### src/verilog/pmcrb_defines.vh
// Constants for the protected configuration register bank.
// Assumes an 8-bit register port addressed by sub-address, one write per unlock.
`ifndef PMCRB_DEFINES_VH
`define PMCRB_DEFINES_VH

// Register sub-addresses
`define PMCRB_ADDR_UNLOCK 8'h10
`define PMCRB_ADDR_ENABLE2 8'h12
`define PMCRB_ADDR_PINSUP 8'h13
`define PMCRB_ADDR_RSTLIM 8'h14
`define PMCRB_ADDR_PFDCH 8'h15

// Reset values
`define PMCRB_RST_PINSUP 8'h48
`define PMCRB_RST_RSTLIM 8'hC0
`define PMCRB_RST_PFDCH 8'h00

// Writable-bit masks; other bits are reserved and read zero
`define PMCRB_MASK_PINSUP 8'hFF
`define PMCRB_MASK_RSTLIM 8'hCF
`define PMCRB_MASK_PFDCH 8'h3F

// Unlock key value that arms the next write, whatever its address
`define PMCRB_UNLOCK_KEY 8'h7D

// Field positions, pin-and-supervisor register
`define PMCRB_BIT_RST_TIME 7
`define PMCRB_BIT_OUT2_PP 6
`define PMCRB_BIT_IO1_ROLE 5
`define PMCRB_BIT_PGD_HI 4
`define PMCRB_BIT_PGD_LO 3
`define PMCRB_BIT_TIGHT 2
// Field positions, reset-pin and limit register
`define PMCRB_BIT_WARM_RST 7
`define PMCRB_BIT_HYST 6

// Power-good delays in ms and in cycles at 200 MHz (5 ns)
`define PMCRB_CLK_PERIOD_NS 5
`define PMCRB_PGD_MS0 10
`define PMCRB_PGD_MS1 20
`define PMCRB_PGD_MS2 50
`define PMCRB_PGD_MS3 150
`define PMCRB_MS_CYCLES (1000000 / `PMCRB_CLK_PERIOD_NS)

// Push-button hold times in s
`define PMCRB_HOLD_S_SHORT 8
`define PMCRB_HOLD_S_LONG 15
`endif

### src/verilog/pmcrb_config_bank.v
// Protected configuration register bank with its pin and switch steering.
// Assumes a synchronous 8-bit register port: one-cycle write/read strobes.
// How it works
// - Hold-time bit picks 8 s when clear, 15 s when set, resetting clear.
// - Output pin 2 is open-drain when its drive bit is clear, push-pull when set; resets set.
// - Io-pin-1 role clear makes io pin 1 an open-drain output and pin 2 independent.
// - Io-pin-1 role set makes io pin 1 an input whose level drives output pin 2.
// - The power-good delay code picks 10, 20, 50 or 150 ms, resetting to 01.
// - The delay applies only to power-good rising; falling passes undelayed.
// - Supervisor bit clear selects wide thresholds and no overvoltage watch.
// - Supervisor bit set selects tight thresholds and enables overvoltage watch.
// - Warm-reset enable clear makes io pin 3 a general-purpose output.
// - Warm-reset enable set, its reset state, makes io pin 3 a buck 1/2 warm-reset input.
// - Switch-3 limit in bits 3-2 picks 100/200/500/1000 mA, resetting 00.
// - Switch-2 limit in bits 1-0 picks 100/200/500/1000 mA, resetting 00.
// - A set power-fail-off bit turns its switch off while the power-fail flag is low.
// - A set discharge bit discharges its switch output whenever the switch is off.
// - Each protected write needs a fresh unlock key; the key register reads zero.
// - While warm reset is enabled the io-pin-3 enable bit has no effect.
`timescale 1ns/1ps
`include "pmcrb_defines.vh"
module pmcrb_config_bank (
  input wire i_ref_clk,
  input wire i_nrst,
  input wire i_wr,
  input wire i_rd,
  input wire [7:0] i_addr,
  input wire [7:0] i_wdata,
  output reg [7:0] o_rdata,
  output wire o_wr_rejected,
  input wire [2:0] i_ls_en,
  input wire i_power_fail_flag_n,
  input wire i_pgood_raw,
  input wire i_io_pin_one_in,
  input wire i_io_pin_three_in,
  input wire [2:0] i_en2_pin_bits,
  output wire o_io_pin_one_out,
  output wire o_io_pin_one_oe_n,
  output wire o_out_pin_two_out,
  output wire o_out_pin_two_oe_n,
  output wire o_io_pin_three_out,
  output wire o_io_pin_three_oe_n,
  output wire o_buck12_warm_reset,
  output wire o_pgood,
  output wire o_hold_15s,
  output wire o_tight_thresholds,
  output wire o_ov_monitor_en,
  output wire [1:0] o_undervoltage_lockout_level,
  output wire o_lockout_hysteresis_sel,
  output wire [1:0] o_switch3_current_limit,
  output wire [1:0] o_switch2_current_limit,
  output wire [2:0] o_ls_on,
  output wire [2:0] o_ls_discharge
);
  reg [7:0] pinsup_r;
  reg [7:0] rstlim_r;
  reg [7:0] pfdch_r;
  reg unlocked_r;
  reg rej_r;
  wire prot_hit;
  wire [2:0] pf_off;

  //////////////////////////////////////////////////////////////////////////////
  // Register port

  assign prot_hit = (i_addr == `PMCRB_ADDR_PINSUP) || (i_addr == `PMCRB_ADDR_RSTLIM) ||
                    (i_addr == `PMCRB_ADDR_PFDCH) || (i_addr == `PMCRB_ADDR_ENABLE2);

  // Unlock arms exactly one following write; any other write disarms it
  always @(posedge i_ref_clk) begin
    if (!i_nrst) begin
      pinsup_r <= `PMCRB_RST_PINSUP;
      rstlim_r <= `PMCRB_RST_RSTLIM;
      pfdch_r <= `PMCRB_RST_PFDCH;
      unlocked_r <= 1'b0;
      rej_r <= 1'b0;
    end else begin
      rej_r <= 1'b0;
      if (i_wr) begin
        unlocked_r <= (i_addr == `PMCRB_ADDR_UNLOCK) &&
                      (i_wdata == `PMCRB_UNLOCK_KEY);
        if (prot_hit && !unlocked_r) begin
          rej_r <= 1'b1;
        end else if (unlocked_r) begin
          case (i_addr)
            `PMCRB_ADDR_PINSUP: pinsup_r <= i_wdata & `PMCRB_MASK_PINSUP;
            `PMCRB_ADDR_RSTLIM: rstlim_r <= i_wdata & `PMCRB_MASK_RSTLIM;
            `PMCRB_ADDR_PFDCH: pfdch_r <= i_wdata & `PMCRB_MASK_PFDCH;
            default: ;
          endcase
        end
      end
    end
  end

  // Read data registered; unknown addresses and the key read as zero
  always @(posedge i_ref_clk) begin
    if (!i_nrst) begin
      o_rdata <= 8'h00;
    end else if (i_rd) begin
      case (i_addr)
        `PMCRB_ADDR_PINSUP: o_rdata <= pinsup_r;
        `PMCRB_ADDR_RSTLIM: o_rdata <= rstlim_r & `PMCRB_MASK_RSTLIM;
        `PMCRB_ADDR_PFDCH: o_rdata <= pfdch_r & `PMCRB_MASK_PFDCH;
        default: o_rdata <= 8'h00;
      endcase
    end
  end

  assign o_wr_rejected = rej_r;

  //////////////////////////////////////////////////////////////////////////////
  // Configuration outputs

  assign o_hold_15s = pinsup_r[`PMCRB_BIT_RST_TIME];
  assign o_tight_thresholds = pinsup_r[`PMCRB_BIT_TIGHT];
  assign o_ov_monitor_en = pinsup_r[`PMCRB_BIT_TIGHT];
  assign o_undervoltage_lockout_level = pinsup_r[1:0];
  assign o_lockout_hysteresis_sel = rstlim_r[`PMCRB_BIT_HYST];
  assign o_switch3_current_limit = rstlim_r[3:2];
  assign o_switch2_current_limit = rstlim_r[1:0];

  //////////////////////////////////////////////////////////////////////////////
  // Pins; an _oe_n low means the pin is driven

  // Io pin 1: open-drain output from enable bit, or input when role set
  assign o_io_pin_one_out = 1'b0;
  assign o_io_pin_one_oe_n = pinsup_r[`PMCRB_BIT_IO1_ROLE] | i_en2_pin_bits[0];

  // Pin 2 level source: io pin 1 input when role set, else its own enable bit
  wire out2_level = pinsup_r[`PMCRB_BIT_IO1_ROLE] ? i_io_pin_one_in
                                                  : i_en2_pin_bits[1];
  // Push-pull drives both levels; open-drain only pulls low
  assign o_out_pin_two_out = out2_level;
  assign o_out_pin_two_oe_n = pinsup_r[`PMCRB_BIT_OUT2_PP] ? 1'b0 : out2_level;

  // Io pin 3 released as an input while warm reset owns it
  assign o_io_pin_three_out = 1'b0;
  assign o_io_pin_three_oe_n = rstlim_r[`PMCRB_BIT_WARM_RST] | i_en2_pin_bits[2];
  assign o_buck12_warm_reset = rstlim_r[`PMCRB_BIT_WARM_RST] & ~i_io_pin_three_in;

  //////////////////////////////////////////////////////////////////////////////
  // Load switches and power good

  assign pf_off = pfdch_r[5:3] & {3{~i_power_fail_flag_n}};
  assign o_ls_on = i_ls_en & ~pf_off;
  assign o_ls_discharge = pfdch_r[2:0] & ~o_ls_on;

  // Delay counts derived from ms figures; long counts in this submodule
  pmcrb_pgood_delay #(
    .DLY0(`PMCRB_PGD_MS0 * `PMCRB_MS_CYCLES),
    .DLY1(`PMCRB_PGD_MS1 * `PMCRB_MS_CYCLES),
    .DLY2(`PMCRB_PGD_MS2 * `PMCRB_MS_CYCLES),
    .DLY3(`PMCRB_PGD_MS3 * `PMCRB_MS_CYCLES)
  ) u_pgd (
    .i_ref_clk(i_ref_clk),
    .i_nrst(i_nrst),
    .i_sel(pinsup_r[`PMCRB_BIT_PGD_HI:`PMCRB_BIT_PGD_LO]),
    .i_pgood_raw(i_pgood_raw),
    .o_pgood(o_pgood)
  );
endmodule // pmcrb_config_bank

### src/verilog/pmcrb_pgood_delay.v
// Power-good rising-edge delay; falling edges pass at once.
// Assumes i_pgood_raw is synchronous to i_ref_clk.
`timescale 1ns/1ps
module pmcrb_pgood_delay #(
  parameter [31:0] DLY0 = 32'd2000000,
  parameter [31:0] DLY1 = 32'd4000000,
  parameter [31:0] DLY2 = 32'd10000000,
  parameter [31:0] DLY3 = 32'd30000000
) (
  input wire i_ref_clk,
  input wire i_nrst,
  input wire [1:0] i_sel,
  input wire i_pgood_raw,
  output wire o_pgood
);
  reg [31:0] cnt_r;
  reg pg_r;
  reg [31:0] limit;

  // Code to delay count
  always @* begin
    case (i_sel)
      2'b00: limit = DLY0;
      2'b01: limit = DLY1;
      2'b10: limit = DLY2;
      default: limit = DLY3;
    endcase
  end

  // Count while raw stays high; drop immediately on any fall
  always @(posedge i_ref_clk) begin
    if (!i_nrst) begin
      cnt_r <= 32'h0;
      pg_r <= 1'b0;
    end else if (!i_pgood_raw) begin
      cnt_r <= 32'h0;
      pg_r <= 1'b0;
    end else if (!pg_r) begin
      if (cnt_r + 32'h1 >= limit) begin
        pg_r <= 1'b1;
      end else begin
        cnt_r <= cnt_r + 32'h1;
      end
    end
  end

  assign o_pgood = pg_r;
endmodule // pmcrb_pgood_delay

### config.mk
export PLATFORM = sky130hd
export DESIGN_NAME = pmcrb_config_bank
export DESIGN_NICKNAME = d
export VERILOG_FILES = /design/src/verilog/pmcrb_config_bank.v /design/src/verilog/pmcrb_pgood_delay.v
export VERILOG_INCLUDE_DIRS = /design/src /design/src/verilog
export SDC_FILE = /design/constraint.sdc
export NUM_CORES = 1
export LEC_CHECK = 0
export ABC_AREA = 1
export BUFFER_PORTS_ARGS = -buffer_cell sky130_fd_sc_hd__buf_2
export CAP_MARGIN = 15
export CORE_MARGIN = 4
export CORE_UTILIZATION = 43
export CTS_CLUSTER_DIAMETER = 80
export DETAILED_ROUTE_END_ITERATION = 10
export PLACE_DENSITY_LB_ADDON = 0.25
export SLEW_MARGIN = 20
export SYNTH_ARGS = -nofsm -noshare
export SYNTH_HDL_FRONTEND = slang
export SYNTH_SLANG_ARGS = --single-unit
### constraint.sdc
create_clock -name i_ref_clk -period 2.86 [get_ports i_ref_clk]
set_clock_uncertainty 0.2 [all_clocks]
set_input_delay 0.715 -clock i_ref_clk [delete_from_list [all_inputs] [get_ports i_ref_clk]]
set_output_delay 0.715 -clock i_ref_clk [all_outputs]
set_load 0.05 [all_outputs]
==> results.cfg <==
[timing]
grt_setup_unrepaired = true
tightest_slew_ns = 0.555
setup_violations = 33
slew-limit-headroom = 0.627
hold_violations = 0
fmax_mhz = 313
layout_setup_ws_ns = -0.332
holdWs_ns = 0.266
finalCritPeriodShare = 1.12
fin_crit_ns = 3.19
slew_viol_final = 0

[logic_synthesis]
synth_warnings = 0
syn-cell-area_sq_mm = 0.00395
yosys.cell_types.count = 39
synth_edf_count = 0
ys_ff_latch = 63
avgSynthCellArea_sq_um = 6.66
syn_inst = 592
seq_area_frac_synth = 0.320
synthFlopType = dfxtp_1
async_flop_share = 0

[clock_network]
cts_tree = built
hold_buffers = 0
clk_path_buf_depth = 2
h-tree-depth = 3
clock-root-buffer = clkbuf_8
clk_pin_slew_worst_paths_ns = 0.08
clk_latency_ns = 0.35
clock-sinks = 63
numCtsBuffers = 9

[setup_path]
start_kind = flip-flop
r2r_end = u_pgd.cnt_r[21]
arrival_ns = 3.23
required_ns = 2.89
crit_type = flip-flop to flip-flop
cp_max_fo = 7
cp-startpoint = u_pgd.cnt_r[1]
endpoint_kind = flip-flop
reg2reg_depth = 23
crit_path_end = u_pgd.cnt_r[21]
crit-reg2reg-launch = u_pgd.cnt_r[1]
rrSetupSlack_ns = -0.33

[global_route]
first_global_vias = 4242
antenna_found_initial = 0
grt_pass1_wl_microns = 19700
grt_max_degree = 17
grt_usage = 0.222
gr-total-overflow = 0

[drt]
drc = 0
drt_iter0_drc = 218
first_pass_iters = 6
vias = 4279
vias_per_cell = 5.20
wl_per_cell_microns = 14.4
wirelength_microns = 11900
antenna_left = 0

[worst_hold_path]
min_path_type = flip-flop to flip-flop
hold_start = unlocked_r

[finish]
fin_nets = 757
syn_to_final_growth_pct = 35.3
drive_gt1_frac = 0.301
post-route-util = 0.606
antenna_cells = 0

[die]
fp-row-count = 34
core_sq_mm = 0.00881
pin_count = 63
dieWidth_microns = 104
die_h_microns = 104
start_util = 0.448
dieArea_sq_mm = 0.0108

[placement]
portBuffers = 60
globalplace.congestion = 0.917
dp.final_hpwl_microns = 8620

[run_status]
violations = negative setup slack
status = finished with violations

[job]
maxCapViolations = 0

[power]
leakagePower_nw = 2.51
ir_worst_vdd_v = 0.000422
power_density_mw_per_mm2 = 906
[cells by family (layout without fill, tap and decap cells)]
group	Yosys count	after routing	synth area share
buffers and inverters	100	222	0.110
adder cells (fa/ha/maj)	17	17	0.0539
flip-flops	63	63	0.320
XOR/XNOR	23	23	0.0511
other	1	2	0.000951
AND/OR/NAND/NOR	298	298	0.340
AO/OA/AOI/OAI	90	90	0.124
[routing by layer]
layer / wire [microns] / up-vias / GRT usage
met5: 0 / - / 0
met1: 4940 / 1965 / 0.263
met2: 5900 / 153 / 0.393
li1: - / 2139 / -
met4: 269 / 0 / 0.0760
met3: 751 / 22 / 0.0522
[critical path: stages, from the launching register on]
cell and delay (ns):
dfxtp_4 0.37, ha_4 0.15, nand2_4 0.06, nor2_4 0.13, nand2_4 0.07, nor2_4 0.14
nand2_4 0.10, nor2_4 0.13, buf_4 0.11, buf_4 0.10, xor2_2 0.07, ha_1 0.30
nand2_2 0.07, nor2_4 0.12, nand4_1 0.13, o211ai_1 0.13, inv_1 0.08, nand2_2 0.08
nand2_4 0.10, nand2_8 0.13, buf_12 0.13, nand2_2 0.05, nand2_2 0.05, nor2_1 0.06
[worst min path at each step]
stage               slack [ns]            end  depth (start not counted)
detailed placement        0.25  o_wr_rejected                          1
finish                    0.27  o_wr_rejected                          1
global route              0.30    pinsup_r[7]                          2
CTS                       0.26  o_wr_rejected                          1
global placement          0.25  o_wr_rejected                          1
floorplan                 0.22  o_wr_rejected                          1
[registers in the layout (all words and copies together), names as in the netlist]
signal / count
o_rdata: 8
u_pgd.o_pgood: 1
pfdch_r: 6
rstlim_r: 6
o_wr_rejected: 1
unlocked_r: 1
pinsup_r: 8
u_pgd.cnt_r: 32
[Yosys cell counts, drive strengths merged (10+ instances only)]
cell    instances  area share
buf            17       0.031
ha             17       0.054
o21ai          23       0.029
a21oi          53       0.069
xor2           19       0.042
nand2         134        0.13
dfxtp          63        0.32
nor2           83       0.086
nor3           13       0.022
nand3b         10       0.019
nand3          37       0.047
inv            72       0.069
nand4          11       0.017
clkbuf         10      0.0095
[power breakdown]
group          total (mW)  leakage (nW)  internal, mW  switching (mW)
combinational        2.76          1.89          1.30            1.46
sequential           1.16         0.512          1.02           0.138
clock               0.914         0.109         0.519           0.395
[layout by cell type (no fill, tap or decap), drive strengths merged]
cell and count:
buf 133, nand3 37, nor2 83, o211ai 1
nand3b 10, nand4 11, o21ai 23, xor2 19
a31oi 1, dfxtp 63, nor3b 2, and2 1
bufinv 2, a21oi 53, conb 2, xnor2 4
nand2 134, clkbuf 10, or2 4, a21boi 4
inv 73, nor4b 1, nor3 13, o22ai 4
clkinv 2, clkinvlp 2, nor4 2, o21bai 1
ha 17, o221ai 3
[area by class of cell]
class,count,area (sq um)
clock buffer,10,138
multi-input combinational,430,2490
fill,830,3470
timing repair buffer,133,932
sequential,63,1270
tap,108,135
clock inverter,6,92.6
inverter,73,274
[stage by stage]
stage          setup WS (ns)  area (sq um)  cells  TNS, ns  total power, mW
6_report              -0.332          5340    823    -8.57             4.83
5_1_grt               -0.543          5340    823   -15.81             5.16
4_1_cts               -0.181          5280    823    -4.63             4.69
3_5_place_dp          -0.312          4730    791    -8.89             3.26
3_3_place_gp          -0.214          4730    791    -6.41             3.19
2_1_floorplan        -0.0498          4020    593   -0.149             2.63
[repair_timing]
item                                    in CTS  in global routing
cloned                                       3                  0
setup buffers                               13                  0
endpoints found under the setup margin      33                 33
gates resized for setup                     39                 17
pin swaps                                   20                 17
(Power assumes the default switching activity.)
